===== config.mk =====
export PLATFORM = sky130hd
export DESIGN_NAME = mrf_core
export DESIGN_NICKNAME = d
export VERILOG_FILES = /design/src/hw/mrf_pkg.sv /design/src/hw/mrf_core.sv
export SDC_FILE = /design/constraint.sdc
export NUM_CORES = 1
export LEC_CHECK = 0
export BUFFER_PORTS_ARGS = -buffer_cell sky130_fd_sc_hd__buf_4
export CORE_MARGIN = 5
export CORE_UTILIZATION = 45
export CTS_CLUSTER_DIAMETER = 100
export DETAILED_ROUTE_END_ITERATION = 7
export GPL_TIMING_DRIVEN = 0
export PLACE_DENSITY = 0.66
export SLEW_MARGIN = 10
export SYNTH_ARGS = -nofsm -noshare
export SYNTH_HDL_FRONTEND = slang
export SYNTH_SLANG_ARGS = --single-unit

===== constraint.sdc =====
create_clock -name aclk -period 3.25 [get_ports aclk]
set_input_delay 0.1625 -clock aclk [delete_from_list [all_inputs] [get_ports aclk]]
set_output_delay 0.1625 -clock aclk [all_outputs]
set_load 0.005 [all_outputs]

===== src/hw/mrf_pkg.sv =====
// Package for the reset, fetch-select, latch-pulse, port four and flash map block.
// Assumes a single 25 MHz clock and an AXI4-Lite register bus.
`default_nettype none
package mrf_pkg;
  // ------------------------------------------------------------------
  // Register map (byte addresses)
  // ------------------------------------------------------------------
  localparam logic [7:0] MRF_CTRL_OFF   = 8'h00;
  localparam logic [7:0] MRF_STATUS_OFF = 8'h04;
  localparam logic [7:0] MRF_PORT_OFF   = 8'h08;
  localparam logic [7:0] MRF_MAP_OFF    = 8'h0C;
  localparam logic [7:0] MRF_MAPRES_OFF = 8'h10;
  // Control register fields
  localparam int CTRL_INHIBIT_BIT = 0;
  localparam int CTRL_SIXCLK_BIT  = 1;
  localparam int CTRL_LOCK4_BIT   = 2;
  localparam int CTRL_CFG_LSB     = 4;
  localparam int CTRL_BIG_BIT     = 6;
  localparam logic [31:0] CTRL_RESET  = 32'h0000_0000;
  localparam logic [3:0]  PORT_RESET  = 4'hF;
  // Status register fields
  localparam int STAT_INRESET_BIT = 0;
  localparam int STAT_HOSTPRG_BIT = 1;
  localparam int STAT_EXTFET_BIT  = 2;
  localparam int STAT_IRQ3_BIT    = 3;
  localparam int STAT_IRQ2_BIT    = 4;
  // Timing
  localparam int XTAL_PER_MC_STD  = 12;
  localparam int XTAL_PER_MC_FAST = 6;
  localparam int RESET_MC         = 2;
  localparam int ALE_DIV_STD      = 6;
  localparam int ALE_DIV_FAST     = 3;
  // Flash layout
  localparam int SECTOR_BITS      = 7;
  localparam int PRI_SECT_SMALL   = 128;
  localparam int PRI_SECT_BIG     = 256;
  localparam int SEC_SECTORS      = 64;
  localparam logic [15:0] OVL_TOP = 16'h1FFF;
  localparam logic [15:0] PRI_TOP = 16'h7FFF;
  localparam logic [15:0] SEC_BASE = 16'hE000;
  localparam logic [1:0]  AXI_OKAY   = 2'b00;
  localparam logic [1:0]  AXI_SLVERR = 2'b10;

  typedef enum {MRF_RUN, MRF_RESET, MRF_ENTRY, MRF_HOST} mrf_mode_e;

  // Flash translation result
  typedef struct packed {
    logic       hit;       // Internal flash holds the address
    logic       secondary; // 1 = secondary block, 0 = primary
    logic [7:0] sector;
    logic [6:0] offset;
  } mrf_map_s;
endpackage
`default_nettype wire


===== src/hw/mrf_core.sv =====
// Reset detection, fetch select, latch pulse, port four and flash address map.
// Pins are synchronous to aclk; crystal_in is a sampled input, edges count.
//
// Design decisions made here: the address map and register access over AXI4-Lite.
`default_nettype none
module mrf_core
  import mrf_pkg::*;
(
  // Clock and reset
  input  wire logic        aclk,
  input  wire logic        aresetn,
  // AXI4-Lite slave
  input  wire logic [7:0]  s_axi_awaddr,
  input  wire logic        s_axi_awvalid,
  output logic             s_axi_awready,
  input  wire logic [31:0] s_axi_wdata,
  input  wire logic [3:0]  s_axi_wstrb,
  input  wire logic        s_axi_wvalid,
  output logic             s_axi_wready,
  output logic [1:0]       s_axi_bresp,
  output logic             s_axi_bvalid,
  input  wire logic        s_axi_bready,
  input  wire logic [7:0]  s_axi_araddr,
  input  wire logic        s_axi_arvalid,
  output logic             s_axi_arready,
  output logic [31:0]      s_axi_rdata,
  output logic [1:0]       s_axi_rresp,
  output logic             s_axi_rvalid,
  input  wire logic        s_axi_rready,
  // Device pins
  input  wire logic        crystal_in,
  input  wire logic        reset_pin,
  input  wire logic        program_store_strobe_n,
  input  wire logic        external_fetch_select_n,
  input  wire logic        data_access,
  output logic             latch_pulse,
  input  wire logic [3:0]  port_four_in,
  output logic [3:0]       port_four_out,
  output logic [3:0]       port_four_oe_n,
  // Core status
  output logic             core_reset,
  output logic             host_program_mode,
  output logic             fetch_external,
  output logic             ext_irq_two_n,
  output logic             ext_irq_three_n
);

  // ------------------------------------------------------------------
  // Flash translation
  // ------------------------------------------------------------------
  // Decode used for the software lookup register
  function automatic mrf_map_s map_addr(input logic [15:0] a, input logic [1:0] cfg, input logic big);
    mrf_map_s m;
    logic [15:0] pri_top;
    m = '0;
    pri_top = big ? PRI_TOP : 16'h3FFF;
    m.offset = a[SECTOR_BITS-1:0];
    if (cfg == 2'b00 && a <= OVL_TOP) begin
      m.hit = 1'b1;
      m.secondary = 1'b1;
    end else if (cfg == 2'b01 && a >= SEC_BASE) begin
      m.hit = 1'b1;
      m.secondary = 1'b1;
    end else if (a <= pri_top) begin
      m.hit = 1'b1;
    end
    if (m.secondary) begin
      m.sector = {2'b00, a[12:SECTOR_BITS]};
    end else begin
      m.sector = big ? a[14:SECTOR_BITS] : {1'b0, a[13:SECTOR_BITS]};
    end
    if (!m.hit) begin
      m.sector = 8'h00;
    end
    return m;
  endfunction

  // ------------------------------------------------------------------
  // Registers and state
  // ------------------------------------------------------------------
  logic [31:0] ctrl_q, ctrl_d;
  logic [3:0]  port_q, port_d;
  logic [15:0] map_q, map_d;
  logic        awready_q, awready_d, wready_q, wready_d, bvalid_q, bvalid_d;
  logic        aw_got_q, aw_got_d, w_got_q, w_got_d;
  logic [7:0]  awaddr_q, awaddr_d;
  logic [31:0] wdata_q, wdata_d;
  logic [1:0]  bresp_q, bresp_d, rresp_q, rresp_d;
  logic        arready_q, arready_d, rvalid_q, rvalid_d;
  logic [31:0] rdata_q, rdata_d;
  mrf_mode_e   mode_q, mode_d;
  logic [3:0]  xdiv_q, xdiv_d;
  logic [1:0]  hicnt_q, hicnt_d;
  logic        xtal_q, xtal_d, strobe_q, strobe_d;
  logic [2:0]  ale_q, ale_d;
  logic        skip_q, skip_d, latch_q, latch_d;
  logic        fetch_q, fetch_d, irq2_q, irq2_d, irq3_q, irq3_d;
  logic        rst_st_q, rst_st_d, host_q, host_d;

  wire logic xtal_rise = crystal_in && !xtal_q;
  wire logic six_mode  = ctrl_q[CTRL_SIXCLK_BIT];
  wire logic in_reset  = rst_st_q;

  // ------------------------------------------------------------------
  // Reset detection and mode entry
  // ------------------------------------------------------------------
  // Machine cycle runs on the sampled crystal; reset pin counted per cycle
  always_comb begin
    xtal_d   = crystal_in;
    strobe_d = program_store_strobe_n;
    xdiv_d   = xdiv_q;
    hicnt_d  = hicnt_q;
    mode_d   = mode_q;
    if (xtal_rise) begin
      if (xdiv_q >= 4'((six_mode ? XTAL_PER_MC_FAST : XTAL_PER_MC_STD) - 1)) begin
        xdiv_d = 4'h0;
        if (hicnt_q != 2'(RESET_MC)) begin
          hicnt_d = hicnt_q + 2'h1;
        end
      end else begin
        xdiv_d = xdiv_q + 4'h1;
      end
    end
    // A low pin restarts the count, so only consecutive cycles add up
    if (!reset_pin) hicnt_d = 2'h0;
    case (mode_q)
      MRF_RUN: begin
        if (hicnt_q == 2'(RESET_MC)) begin
          mode_d = MRF_RESET;
        end
      end
      MRF_HOST: if (!reset_pin) mode_d = MRF_RUN;  // Host ends by letting reset fall
      MRF_RESET: begin
        mode_d = MRF_ENTRY;
      end
      MRF_ENTRY: begin
        if (!reset_pin) begin
          mode_d = MRF_RUN;
        end else if (strobe_q && !program_store_strobe_n) begin
          mode_d = MRF_HOST;
        end
      end
      default: mode_d = MRF_RUN;
    endcase
    rst_st_d = (mode_d == MRF_RESET) || (mode_d == MRF_ENTRY);
    host_d   = (mode_d == MRF_HOST);
  end

  always_ff @(posedge aclk) begin
    if (!aresetn) begin
      mode_q   <= MRF_RUN;
      xdiv_q   <= 4'h0;
      hicnt_q  <= 2'h0;
      xtal_q   <= 1'b0;
      strobe_q <= 1'b1;
      rst_st_q <= 1'b0;
      host_q   <= 1'b0;
    end else begin
      mode_q   <= mode_d;
      xdiv_q   <= xdiv_d;
      hicnt_q  <= hicnt_d;
      xtal_q   <= xtal_d;
      strobe_q <= strobe_d;
      rst_st_q <= rst_st_d;
      host_q   <= host_d;
    end
  end

  // ------------------------------------------------------------------
  // Latch pulse, fetch select, port four
  // ------------------------------------------------------------------
  // Pulse once per divided period; high for one crystal edge interval
  always_comb begin
    ale_d   = ale_q;
    skip_d  = skip_q || data_access;
    latch_d = latch_q;
    if (xtal_rise) begin
      latch_d = 1'b0;
      if (ale_q >= 3'((six_mode ? ALE_DIV_FAST : ALE_DIV_STD) - 1)) begin
        ale_d = 3'h0;
        if (skip_q) begin
          skip_d = data_access;
        end else if (!ctrl_q[CTRL_INHIBIT_BIT] && !in_reset) begin
          latch_d = 1'b1;
        end
      end else begin
        ale_d = ale_q + 3'h1;
      end
    end
    if (in_reset) latch_d = 1'b0;  // A pulse cut short by reset, not left standing
    // low pin external; lock forces internal
    fetch_d = !external_fetch_select_n && !ctrl_q[CTRL_LOCK4_BIT];
    // bit 2 is irq three, bit 3 irq two
    irq3_d = port_four_in[2];
    irq2_d = port_four_in[3];
  end

  always_ff @(posedge aclk) begin
    if (!aresetn) begin
      ale_q   <= 3'h0;
      skip_q  <= 1'b0;
      latch_q <= 1'b0;
      fetch_q <= 1'b0;
      irq2_q  <= 1'b1;
      irq3_q  <= 1'b1;
    end else begin
      ale_q   <= ale_d;
      skip_q  <= skip_d;
      latch_q <= latch_d;
      fetch_q <= fetch_d;
      irq2_q  <= irq2_d;
      irq3_q  <= irq3_d;
    end
  end

  // ------------------------------------------------------------------
  // AXI4-Lite slave
  // ------------------------------------------------------------------
  // Write address and data accepted in either order, one at a time
  always_comb begin
    ctrl_d    = ctrl_q;
    port_d    = port_q;
    map_d     = map_q;
    aw_got_d  = aw_got_q || (s_axi_awvalid && awready_q);
    w_got_d   = w_got_q || (s_axi_wvalid && wready_q);
    awaddr_d  = (s_axi_awvalid && awready_q) ? s_axi_awaddr : awaddr_q;
    wdata_d   = (s_axi_wvalid && wready_q) ? s_axi_wdata : wdata_q;
    awready_d = !aw_got_d && !bvalid_q;
    wready_d  = !w_got_d && !bvalid_q;
    bvalid_d  = bvalid_q && !s_axi_bready;
    bresp_d   = bresp_q;
    if (aw_got_q && w_got_q && !bvalid_q) begin
      bvalid_d  = 1'b1;
      bresp_d   = AXI_OKAY;
      aw_got_d  = 1'b0;
      w_got_d   = 1'b0;
      awready_d = 1'b0;
      wready_d  = 1'b0;
      case (awaddr_q)
        MRF_CTRL_OFF: if (s_axi_wstrb[0]) ctrl_d[7:0] = wdata_q[7:0];
        MRF_PORT_OFF: if (s_axi_wstrb[0]) port_d = wdata_q[3:0];
        MRF_MAP_OFF: begin
          if (s_axi_wstrb[0]) map_d[7:0] = wdata_q[7:0];
          if (s_axi_wstrb[1]) map_d[15:8] = wdata_q[15:8];
        end
        default: bresp_d = AXI_SLVERR;
      endcase
    end
    ctrl_d[31:8] = 24'h0;
    ctrl_d[3]    = 1'b0;
    arready_d = !rvalid_q && !(s_axi_arvalid && arready_q);
    rvalid_d  = rvalid_q && !s_axi_rready;
    rdata_d   = rdata_q;
    rresp_d   = rresp_q;
    if (s_axi_arvalid && arready_q) begin
      rvalid_d = 1'b1;
      rresp_d  = AXI_OKAY;
      case (s_axi_araddr)
        MRF_CTRL_OFF:   rdata_d = ctrl_q;
        MRF_STATUS_OFF: rdata_d = {27'h0, irq2_q, irq3_q, fetch_q, mode_q == MRF_HOST, in_reset};
        MRF_PORT_OFF:   rdata_d = {24'h0, port_four_in, port_q};
        MRF_MAP_OFF:    rdata_d = {16'h0, map_q};
        // program map only; 16-bit space, field selects
        MRF_MAPRES_OFF: rdata_d = {15'h0,
                                   map_addr(map_q, ctrl_q[CTRL_CFG_LSB +: 2], ctrl_q[CTRL_BIG_BIT])};
        default: begin
          rdata_d = 32'h0;
          rresp_d = AXI_SLVERR;
        end
      endcase
    end
  end

  always_ff @(posedge aclk) begin
    if (!aresetn) begin
      ctrl_q    <= CTRL_RESET;
      port_q    <= PORT_RESET;
      map_q     <= 16'h0;
      aw_got_q  <= 1'b0;
      w_got_q   <= 1'b0;
      awaddr_q  <= 8'h0;
      wdata_q   <= 32'h0;
      awready_q <= 1'b0;
      wready_q  <= 1'b0;
      bvalid_q  <= 1'b0;
      bresp_q   <= AXI_OKAY;
      arready_q <= 1'b0;
      rvalid_q  <= 1'b0;
      rdata_q   <= 32'h0;
      rresp_q   <= AXI_OKAY;
    end else begin
      ctrl_q    <= ctrl_d;
      port_q    <= port_d;
      map_q     <= map_d;
      aw_got_q  <= aw_got_d;
      w_got_q   <= w_got_d;
      awaddr_q  <= awaddr_d;
      wdata_q   <= wdata_d;
      awready_q <= awready_d;
      wready_q  <= wready_d;
      bvalid_q  <= bvalid_d;
      bresp_q   <= bresp_d;
      arready_q <= arready_d;
      rvalid_q  <= rvalid_d;
      rdata_q   <= rdata_d;
      rresp_q   <= rresp_d;
    end
  end

  // ------------------------------------------------------------------
  // Outputs
  // ------------------------------------------------------------------
  // Quasi-bidirectional: drive low only, a one leaves the pull-up
  assign port_four_out     = 4'h0;
  assign port_four_oe_n    = port_q;
  assign latch_pulse       = latch_q;
  assign core_reset        = in_reset;
  assign host_program_mode = host_q;
  assign fetch_external    = fetch_q;
  assign ext_irq_two_n     = irq2_q;
  assign ext_irq_three_n   = irq3_q;
  assign s_axi_awready     = awready_q;
  assign s_axi_wready      = wready_q;
  assign s_axi_bvalid      = bvalid_q;
  assign s_axi_bresp       = bresp_q;
  assign s_axi_arready     = arready_q;
  assign s_axi_rvalid      = rvalid_q;
  assign s_axi_rdata       = rdata_q;
  assign s_axi_rresp       = rresp_q;

endmodule
`default_nettype wire


## Word level (Yosys, flattened, before mapping)

Cells that the tools add are included.

- Logic and storage cells: 134
- Output and inout port bits: 55
- Input port bits: 68
- Bits in registers: 169

- Reduce and logical (&&, ||, !) cells: 47
- Mux-type cells: 30
- $lt $le $gt $ge: 5
- Eq/ne operators: 16
- $add $sub $neg: 5
- Bitwise logic cells: 1

Operators with widths:

| kind | count |
|---|---|
| $pmux 32 s5 | 1 |
| $mux 32 | 4 |
| $pmux 32 s4 | 1 |
| $eq 32x2->1 const B | 3 |
| $eq 32x3->1 const B | 3 |
| $eq 32x1->1 const B | 1 |
| $eq 8x4->1 const B | 4 |
| $logic_not 32->1 | 1 |
| $mux 8 | 3 |
| $ge 16x16->1 const B | 1 |
| $le 16x13->1 const B | 1 |
| $le 16x15->1 | 1 |
| $logic_and 1x1->1 | 16 |
| $logic_not 8->1 | 2 |
| $mux 15 | 1 |
| $reduce_and 3->1 | 5 |
| $logic_not 1->1 | 13 |
| $mux 1 | 11 |
| $mux 2 | 5 |
| $eq 8x3->1 const B | 1 |
| $eq 8x5->1 const B | 1 |
| $mux 4 | 2 |
| $mux 3 | 2 |
| $reduce_or 5->1 | 1 |
| 16 further kinds | 20 |

## Depth between registers and ports, before layout

Gate-level depths: netlist of the first run.

- Depth in word-level cells: 10
- Depth in mapped cells: 7
- Depth with buffers taken out: 7

## Worst setup path before layout of the first run

OpenSTA, ideal clock, no wires.

- Path type: input to register
- Start: in s_axi_araddr[0]
- End: reg rdata_q[7] (netlist: s_axi_rdata[7])
- Slack: 1566 ps
- Setup time: 58 ps
- Cell stages on the path: 6
- Arrival: 1626 ps
- Data required time: 3192 ps
- Cells stage by stage: or2_1 or4_1 buf_2 or3b_4 a21oi_4 a22o_2

- Word-level cells in the longest chain between the ends: 2
- Elaborated cells on any way between the ends: 6
- Classes of those cells: eq/ne: 4; mux: 1; reduce/logical: 1

RTL lines:

| element | RTL line | source |
|---|---|---|
| from (decl) | mrf_core.sv:23 | `input wire logic [7:0] s_axi_araddr,` |
| $eq 8x5->1 (tied with other cells) | mrf_core.sv:258 | `case (s_axi_araddr)` |
| $pmux 32 s5 * | mrf_core.sv:258 |  |
| to (signal assigned) | mrf_core.sv:305 | `rdata_q <= rdata_d;` |
| to (decl) | mrf_core.sv:90 | `logic [31:0] rdata_q, rdata_d;` |

Mark *: on every way between the ends. The rest lies on a longest branch, timed or not.
A chain may end at the register's enable or synchronous reset.

## Final worst setup path of the first run

- Start: reg ctrl_q[6]
- End: reg rdata_q[7] (netlist: s_axi_rdata[7])

- Word-level cells in the longest chain between the ends: 9

RTL lines:

| element | RTL line | source |
|---|---|---|
| from (decl) | mrf_core.sv:81 | `logic [31:0] ctrl_q, ctrl_d;` |
| from (signal assigned) | mrf_core.sv:292 | `ctrl_q <= ctrl_d;` |
| $mux 15 | mrf_core.sv:56 | `pri_top = big ? PRI_TOP : 16'h3FFF;` |
| $le 16x15->1 | mrf_core.sv:64 | `end else if (a <= pri_top) begin` |
| $mux 1 | mrf_core.sv:64 |  |
| $mux 1 | mrf_core.sv:61 | `end else if (cfg == 2'b01 && a >= SEC_BASE) begin` |
| $mux 2 | mrf_core.sv:58 | `if (cfg == 2'b00 && a <= OVL_TOP) begin` |
| $mux 2 | mrf_core.sv:258 |  |
| $mux 2 | mrf_core.sv:255 | `if (s_axi_arvalid && arready_q) begin` |
| $mux 8 | mrf_core.sv:72 | `if (!m.hit) begin` |
| $pmux 32 s5 | mrf_core.sv:258 |  |

Every way passes these cells. The select of a mux whose other input is x is not followed.

==> results of run 1 <==
[repair_timing]
item / 4_1_cts / 5_1_grt
gates resized for setup: 0 / 0
hold buffers: 36 / 0
endpoints found under the hold margin: 39 / 0
[state kept, by name (all words and copies together), names as in the netlist, 2 cells and up]
name,flops
hicnt_q,2
awaddr_q,8
map_q,16
port_four_oe_n,4
xdiv_q,4
ale_q,3
mode_q,32
s_axi_rdata,17
ctrl_q,7
wdata_q,16
[power by group through the flow]
stage                     Clock (mW)  Sequential [mW]  Combinational, mW
after floorplan                    0             1.67              0.134
after global placement             0             1.67              0.225
after detailed placement           0             1.68              0.228
after CTS                       1.82             1.64              0.263
after global routing            1.91             1.65              0.296
final                           1.80             1.64              0.264
[metal layers]
layer	track usage	vias up	wire (um)
li1	-	2051	-
met1	0.240	1871	5310
met2	0.316	91	5890
met3	0.0521	9	568
met4	0.0681	0	119
met5	0	-	0
[worst paths after layout]
kind	cells after the start	slack [ns]	to
max	7	1.17	s_axi_rdata[7]
min	4	0.09	awaddr_q[1]
max reg2reg	7	1.17	s_axi_rdata[7]
min reg2reg	1	0.45	fetch_external
[worst max-delay path: stages, from the launching register on]
cell,delay (ns)
dfxtp_1,0.36
inv_1,0.08
ha_1,0.31
nand4_1,0.16
o41ai_1,0.51
nor2_1,0.18
a21oi_4,0.25
a22o_2,0.17
[Yosys cell counts, types with 2 or more instances]
cell type / count / area [um2]
a21boi_0: 26 / 195
a21o_1: 2 / 15.0
a21oi_1: 11 / 55.1
a221oi_1: 2 / 17.5
a22o_1: 15 / 131
a32o_1: 2 / 20.0
a32oi_1: 3 / 26.3
and2_1: 4 / 25.0
and3_1: 3 / 18.8
and3b_1: 2 / 17.5
buf_1: 2 / 7.51
buf_2: 2 / 10.0
buf_4: 21 / 158
clkbuf_1: 15 / 56.3
dfxtp_1: 127 / 2540
ha_1: 11 / 138
inv_1: 7 / 26.3
mux2i_1: 31 / 310
nand2_1: 79 / 297
nand2b_1: 9 / 56.3
nand3_1: 5 / 25.0
nand3b_1: 2 / 15.0
nand4_1: 10 / 62.6
nand4b_1: 2 / 17.5
nor2_1: 25 / 93.8
nor2b_1: 26 / 163
nor3_1: 3 / 15.0
nor3b_1: 3 / 22.5
nor3b_2: 2 / 25.0
nor4_1: 10 / 62.6
o2111ai_1: 2 / 17.5
o21ai_0: 9 / 45.0
o41ai_1: 3 / 26.3
or4_1: 2 / 15.0
xnor2_1: 3 / 26.3
xor2_1: 3 / 26.3
[stage by stage]
stage                     power, mW  utilization
after floorplan                1.80            -
after global placement         1.90        0.549
after detailed placement       1.90        0.549
after CTS                      3.73        0.635
after global routing           3.86        0.635
final                          3.70        0.635
[final cells by class]
class | instances | area (um2)
clock buffers | 18 | 428
multi-input cells | 377 | 2330
plain buffers | 40 | 231
repair buffers | 119 | 983
clock inverters | 14 | 143
inverters | 7 | 26.3
fillers | 889 | 3940
well taps | 140 | 175
flip-flops and latches | 127 | 2540
[logic make-up (layout without fill, tap and decap cells)]
family	count (synthesis)	count (layout)	share of synthesized area
buffers and inverters	47	198	0.0522
DFF	127	127	0.515
other	1	51	0.000759
muxes	32	32	0.0651
and+or+nand+nor	194	194	0.202
adders and majority gates	11	11	0.0279
xor gates and xnor gates	6	6	0.0106
AOI/OAI and AO/OA	83	83	0.127
==> metrics.yaml, run 1 <==
floorplanning:
  initial_core_util: 0.458
  die_w_um: 115
  core-area_mm2: 0.0108
  io_pins: 123
  rows: 38
  die_area_mm2: 0.0132
  die_h_um: 115
hold_path:
  worst_hold_startpoint: "s_axi_awvalid"
  hp-class: "input pin to flip-flop"
detailed_routing:
  wire_per_inst_um: 14.1
  first_iter_violations: 191
  via_count: 4022
  drtAntennaViolNets: 0
  drc: 0
  drt_wl_total_um: 11900
  viasPerCell: 4.78
  firstDrtPassIters: 4
clocking:
  clock-sinks: 127
  clkTransAtPathRegs_ns: 0.06
  insertion_delay_ns: 0.52
  cts_tree: "built"
  clockBufferDepth: 2
  cts_buffers: 17
  post-cts-setup-buffers: 0
  h-tree-depth: 4
  cts_root_buffer: "clkbuf_8"
timing:
  setup_viol: 0
  holdWs_ns: 0.0938
  drv_slew: 0
  fin_ws_ns: 1.17
  period_needed_ns: 2.08
  worstMarginPinSlew_ns: 0.666
  hold_viol_final: 0
  setup_tns_ns: 0
  layout_worst_path_cycle_share: 0.641
  rsz0062_at_grt: "false"
  skew_ns: 0.00956
  relSlewSlack: 0.552
  fmax_ghz: 0.480
global_routing:
  gr-total-overflow: 0
  antenna_found_initial: 0
  grt_max_degree: 17
  grt_pass1_vias: 3994
  grt_first_pass_wirelength_um: 19700
  grtUsageTotal: 0.191
synth:
  syn_area_mm2: 0.00494
  yosysWarningCount: 0
  synthArstFlopShare: 0
  synth-edff-count: 0
  synth_area_per_cell_um2: 9.86
  yosysSeqAreaShare: 0.515
  dominantRegCellSynth: "dfxtp_1"
  ys_ff_latch: 127
  syn_inst: 501
  ys_types: 53
final_layout:
  layout_common_cells: "dfxtp_1, buf_4, nand2_1"
  final_area_mm2: 0.00686
  drive_gt1_frac: 0.212
  final_cells: 842
  area_growth_pct: 38.8
  antennaDiodeCount: 0
  final_common_cell: "dfxtp_1"
  fin_nets: 768
critical_path:
  cp.arrival_ns: 2.54
  worst-path-max-fanout: 6
  end_kind: "flip-flop"
  required_ns: 3.71
  path_class: "flip-flop to flip-flop"
  crit_path_start: "ctrl_q[6]"
  cp-start-kind: "flip-flop"
  r2r-start: "ctrl_q[6]"
placement:
  globalplace.congestion: 0.817
  post-place-ws_ns: 1.23
  dpl.hpwl_um: 8740
  dp_cells: 774
  dpl_cell_area_mm2: 0.00593
  numPortBuffers: 83
power_and_ir_drop:
  p_per_area_mw_per_mm2: 540
  switching_share: 0.227
  intPower_mw: 2.86
  power_leakage_nw: 2.91
  power.share.clock: 0.485
  ir_drop_uv: 315
  p_comb_frac: 0.071
  p_seq_frac: 0.443
  p_switching_mw: 0.842
status:
  status: "completed"
flow_run:
  drv_cap: 0
Power figures use the tool's default switching activity.
==> inputs of run 2 (changes only) <==
--- a/config.mk
+++ b/config.mk
@@ -11,7 +11,7 @@
 export CTS_CLUSTER_DIAMETER = 100
 export DETAILED_ROUTE_END_ITERATION = 7
 export GPL_TIMING_DRIVEN = 0
-export PLACE_DENSITY = 0.66
+export PLACE_DENSITY = 0.69
 export SLEW_MARGIN = 10
 export SYNTH_ARGS = -nofsm -noshare
 export SYNTH_HDL_FRONTEND = slang
==> constraint.sdc (replaced) <==
create_clock -name aclk -period 1.9 [get_ports aclk]
set_input_delay 0.095 -clock aclk [delete_from_list [all_inputs] [get_ports aclk]]
set_output_delay 0.095 -clock aclk [all_outputs]
set_load 0.005 [all_outputs]
==> run 2 against run 1 <==
  * First-iteration DRC count up 23%
  * Hold slack worse by 0.046 ns
  * Non-clock buffer count up 4
  * Via count up 1.1%
  * Highest routed layer unchanged
==> metrics.yaml, run 2 (synthesized netlist as in run 1, its figures left out) <==
status:
  status: "completed"
flow_run:
  drv_cap: 0
timing:
  skew_ns: 0.00772
  layout_worst_path_cycle_share: 0.940
  rsz0062_at_grt: "false"
  holdWs_ns: 0.0478
  worstMarginPinSlew_ns: 0.633
  relSlewSlack: 0.578
  hold_viol_final: 0
  fmax_ghz: 0.560
  period_needed_ns: 1.79
  setup_tns_ns: 0
  fin_ws_ns: 0.113
  drv_slew: 0
  setup_viol: 0
detailed_routing:
  firstDrtPassIters: 4
  wire_per_inst_um: 14.0
  drt_wl_total_um: 11900
  viasPerCell: 4.80
  drtAntennaViolNets: 0
  drc: 0
  first_iter_violations: 235
  via_count: 4065
floorplanning:
  die_h_um: 115
  io_pins: 123
  die_w_um: 115
  initial_core_util: 0.458
  core-area_mm2: 0.0108
  rows: 38
  die_area_mm2: 0.0132
critical_path:
  cp-start-kind: "input pin"
  required_ns: 2.36
  r2r-start: "awaddr_q[6]"
  crit_path_start: "s_axi_araddr[2]"
  cp.arrival_ns: 2.25
  end_kind: "flip-flop"
  worst-path-max-fanout: 8
  path_class: "input pin to flip-flop"
placement:
  numPortBuffers: 83
  globalplace.congestion: 0.805
  post-place-ws_ns: -0.0461
  dpl.hpwl_um: 8660
final_layout:
  nFillCells: 876
  multi_input_area_mm2: 0.00236
  drive_gt1_frac: 0.218
  fin_nets: 772
  final_common_cell: "dfxtp_1"
  layout_common_cells: "dfxtp_1, buf_4, nand2_1"
  seqCellArea_mm2: 0.00254
  antennaDiodeCount: 0
  area_growth_pct: 40.9
  regMostFlops: "mode_q"
  largest_reg_flops: 32
global_routing:
  grtUsageTotal: 0.188
  grt_pass1_vias: 3968
  gr-total-overflow: 0
  grt_max_degree: 17
  antenna_found_initial: 0
  grt_first_pass_wirelength_um: 19300
clocking:
  clkTransAtPathRegs_ns: 0.06
  clockBufferDepth: 2
  clock-sinks: 127
  h-tree-depth: 4
  insertion_delay_ns: 0.52
  cts_root_buffer: "clkbuf_8"
  cts_tree: "built"
  cts_buffers: 17
power_and_ir_drop:
  p_per_area_mw_per_mm2: 940
  power_mw: 6.55
  power_leakage_nw: 2.96
  ir_drop_uv: 538
hold_path:
  hp-class: "input pin to flip-flop"
  worst_hold_startpoint: "s_axi_awvalid"
## run 2: worst max-delay path, cell delays in order
cell and delay, ns:
dlygate4sd3_1 0.56, buf_4 0.15, or3b_2 0.48, nand2_2 0.16
or3b_4 0.41, a21oi_4 0.22, a22o_2 0.18
## run 2: per-stage QoR
| step | area [um2] | std cells | utilization |
|---|---|---|---|
| 6_report | 6960 | 846 | 0.645 |
| 5_1_grt | 6960 | 846 | 0.645 |
| 4_1_cts | 6930 | 844 | 0.642 |
| 3_5_place_dp | 5930 | 774 | 0.549 |
| 3_3_place_gp | 5930 | 774 | 0.549 |
| 2_1_floorplan | 5130 | 551 | - |
## run 2: path summary, 6_finish.rpt
path	to	cells after the start	slack, ns
hold / removal	awaddr_q[4]	4	0.05
hold reg to reg	fetch_external	1	0.45
setup reg to reg	port_four_oe_n[1]	6	0.12
setup / recovery	s_axi_rdata[7]	7	0.11
## run 2: per-layer routing
| metal | GRT usage | up-vias | part of all wire |
|---|---|---|---|
| li1 | - | 2074 | - |
| met1 | 0.229 | 1858 | 0.44 |
| met5 | 0 | - | 0 |
| met2 | 0.317 | 119 | 0.49 |
| met4 | 0.0681 | 0 | 0.011 |
| met3 | 0.0547 | 14 | 0.062 |
## run 2: cell type report
cell class / instances / area share
sequential: 127 / 0.365
multi-input combinational: 377 / 0.339
timing repair buffer: 123 / 0.146
clock buffer: 18 / 0.0600
buffer: 40 / 0.0332
clock inverter: 14 / 0.0277
tap: 140 / 0.0252
inverter: 7 / 0.00377
## run 2: what timing repair did
action                     in CTS  in global routing
buffers inserted                1                  2
hold buffers                   37                  0
setup endpoints to repair      19                 14
pin swaps                       1                  1
resized for setup               3                  4
hold endpoints to repair       42                  0
## run 2: report_power, final
group | switching, mW | leakage [nW] | internal, mW
combinational | 0.206 | 1.63 | 0.250
clock | 1.16 | 0.291 | 2.13
sequential | 0.0545 | 1.04 | 2.75
total | 1.42 | 2.96 | 5.13
==> inputs of run 3 (changes only) <==
==> constraint.sdc (replaced) <==
create_clock -name aclk -period 1.9 [get_ports aclk]
set_input_delay 0 -clock aclk [delete_from_list [all_inputs] [get_ports aclk]]
set_output_delay 0 -clock aclk [all_outputs]
set_load 0.005 [all_outputs]
==> run 3 against run 2 <==
  * Sequential share of layout area fell by 1.3 points
  * Cell area is 3.6% higher
  * Non-clock buffer count is 23 higher
  * Largest cell class unchanged
  * Maximum frequency decreased by 5.1%
  * Count of clock-buffer cells in the layout did not move
  * Sequential power hardly changed
  * Power up 0.71%
  * Global-route usage grew 0.74 points
  * Hold slack better by 0.0049 ns
  * Critical path depth is 1 lower
  * Combinational power is 8.3% higher
==> metrics.yaml, run 3 (synthesized netlist as in run 1, its figures left out) <==
status:
  status: "completed"
placement:
  dpl.hpwl_um: 8660
  dpl_cell_area_mm2: 0.00593
  post-place-ws_ns: -0.0461
  globalplace.congestion: 0.805
  numPortBuffers: 83
floorplanning:
  initial_core_util: 0.458
  die_h_um: 115
  io_pins: 123
  core-area_mm2: 0.0108
  die_w_um: 115
  die_area_mm2: 0.0132
  rows: 38
critical_path:
  cp.arrival_ns: 2.30
  cp-start-kind: "input pin"
  worst-path-max-fanout: 5
  path_class: "input pin to flip-flop"
  end_kind: "flip-flop"
  required_ns: 2.32
global_routing:
  grt_pass1_vias: 4173
  grt_max_degree: 17
  grtUsageTotal: 0.195
  gr-total-overflow: 0
  grt_first_pass_wirelength_um: 20200
  antenna_found_initial: 0
clocking:
  cts_root_buffer: "clkbuf_8"
  h-tree-depth: 4
  insertion_delay_ns: 0.52
  clkTransAtPathRegs_ns: 0.06
  cts_buffers: 17
  clock-sinks: 127
  clockBufferDepth: 2
  cts_tree: "built"
detailed_routing:
  first_iter_violations: 212
  drtAntennaViolNets: 0
  drt_wl_total_um: 12300
  firstDrtPassIters: 5
  via_count: 4179
  wire_per_inst_um: 14.2
  drc: 0
  viasPerCell: 4.81
final_layout:
  final_common_cell: "dfxtp_1"
  finish.utilization: 0.669
  regMostFlops: "mode_q"
  drive_gt1_frac: 0.214
  fin_nets: 795
  seqCellArea_mm2: 0.00254
  largest_reg_flops: 32
  multi_input_area_mm2: 0.00238
  final_area_mm2: 0.00722
  layout_common_cells: "dfxtp_1, buf_4, nand2_1"
  area_growth_pct: 46.0
  nFillCells: 847
  antennaDiodeCount: 0
timing:
  worstMarginPinSlew_ns: 0.643
  period_needed_ns: 1.88
  relSlewSlack: 0.572
  setup_tns_ns: 0
  layout_worst_path_cycle_share: 0.991
  setup_viol: 0
  skew_ns: 0.00814
  drv_slew: 0
  hold_viol_final: 0
  fmax_ghz: 0.531
  fin_ws_ns: 0.0178
power_and_ir_drop:
  p_comb_frac: 0.075
  p_per_area_mw_per_mm2: 914
  power_leakage_nw: 3.10
  switching_share: 0.218
  power.share.clock: 0.499
  power_mw: 6.60
  p_switching_mw: 1.44
  intPower_mw: 5.16
  p_seq_frac: 0.426
  ir_drop_uv: 533
hold_path:
  hp-class: "input pin to flip-flop"
flow_run:
  drv_cap: 0
-- run 3: what timing repair did --
item	in CTS	in global routing
pin swaps	1	1
gates resized for setup	3	6
endpoints found under the setup margin	19	15
buffers inserted	1	2
hold buffers	61	0
endpoints found under the hold margin	49	0
-- run 3: critical path, stage by stage --
cell           delay (ns)
dlygate4sd3_1        0.55
buf_4                0.14
or4_1                0.51
buf_2                0.17
dlygate4sd3_1        0.58
o41ai_2              0.34
-- run 3: path summary, 6_finish.rpt --
check                  start              end  slack [ns]  cells past startpoint
max          s_axi_araddr[7]  s_axi_rdata[16]        0.02                      6
min          s_axi_araddr[1]   s_axi_rdata[7]        0.05                      4
max reg2reg        ctrl_q[6]  s_axi_rdata[16]        0.10                      6
min reg2reg        ctrl_q[2]   fetch_external        0.45                      1
-- run 3: metrics by stage --
stage,instances,hold slack [ns]
after CTS,868,0.0290
after detailed placement,774,0.170
after floorplan,551,0.0758
after global routing,869,0.0443
after global placement,774,0.165
final,869,0.0527
-- run 3: final cells by class --
cell class,count,share of cell area
Tap cell,140,0.0243
Clock inverter,14,0.0267
Inverter,7,0.00364
Timing Repair Buffer,147,0.174
Buffer,39,0.0316
Clock buffer,18,0.0579
Sequential cell,127,0.353
Multi-Input combinational cell,377,0.329
-- run 3: layer usage --
layer / share of wire / vias to the layer above / wire, um / GRT usage
met5: 0 / - / 0 / 0
met4: 0.015 / 0 / 180 / 0.0712
met3: 0.058 / 17 / 710 / 0.0542
met2: 0.50 / 125 / 6120 / 0.332
met1: 0.43 / 1927 / 5330 / 0.237
li1: - / 2110 / - / -
-- run 3: power by group through the flow --
| stage | combinational [mW] | clock, mW | sequential (mW) |
|---|---|---|---|
| after global placement | 0.380 | 0 | 2.86 |
| final | 0.494 | 3.29 | 2.81 |
| after detailed placement | 0.389 | 0 | 2.87 |
| after floorplan | 0.229 | 0 | 2.85 |
| after CTS | 0.486 | 3.35 | 2.81 |
| after global routing | 0.549 | 3.50 | 2.82 |
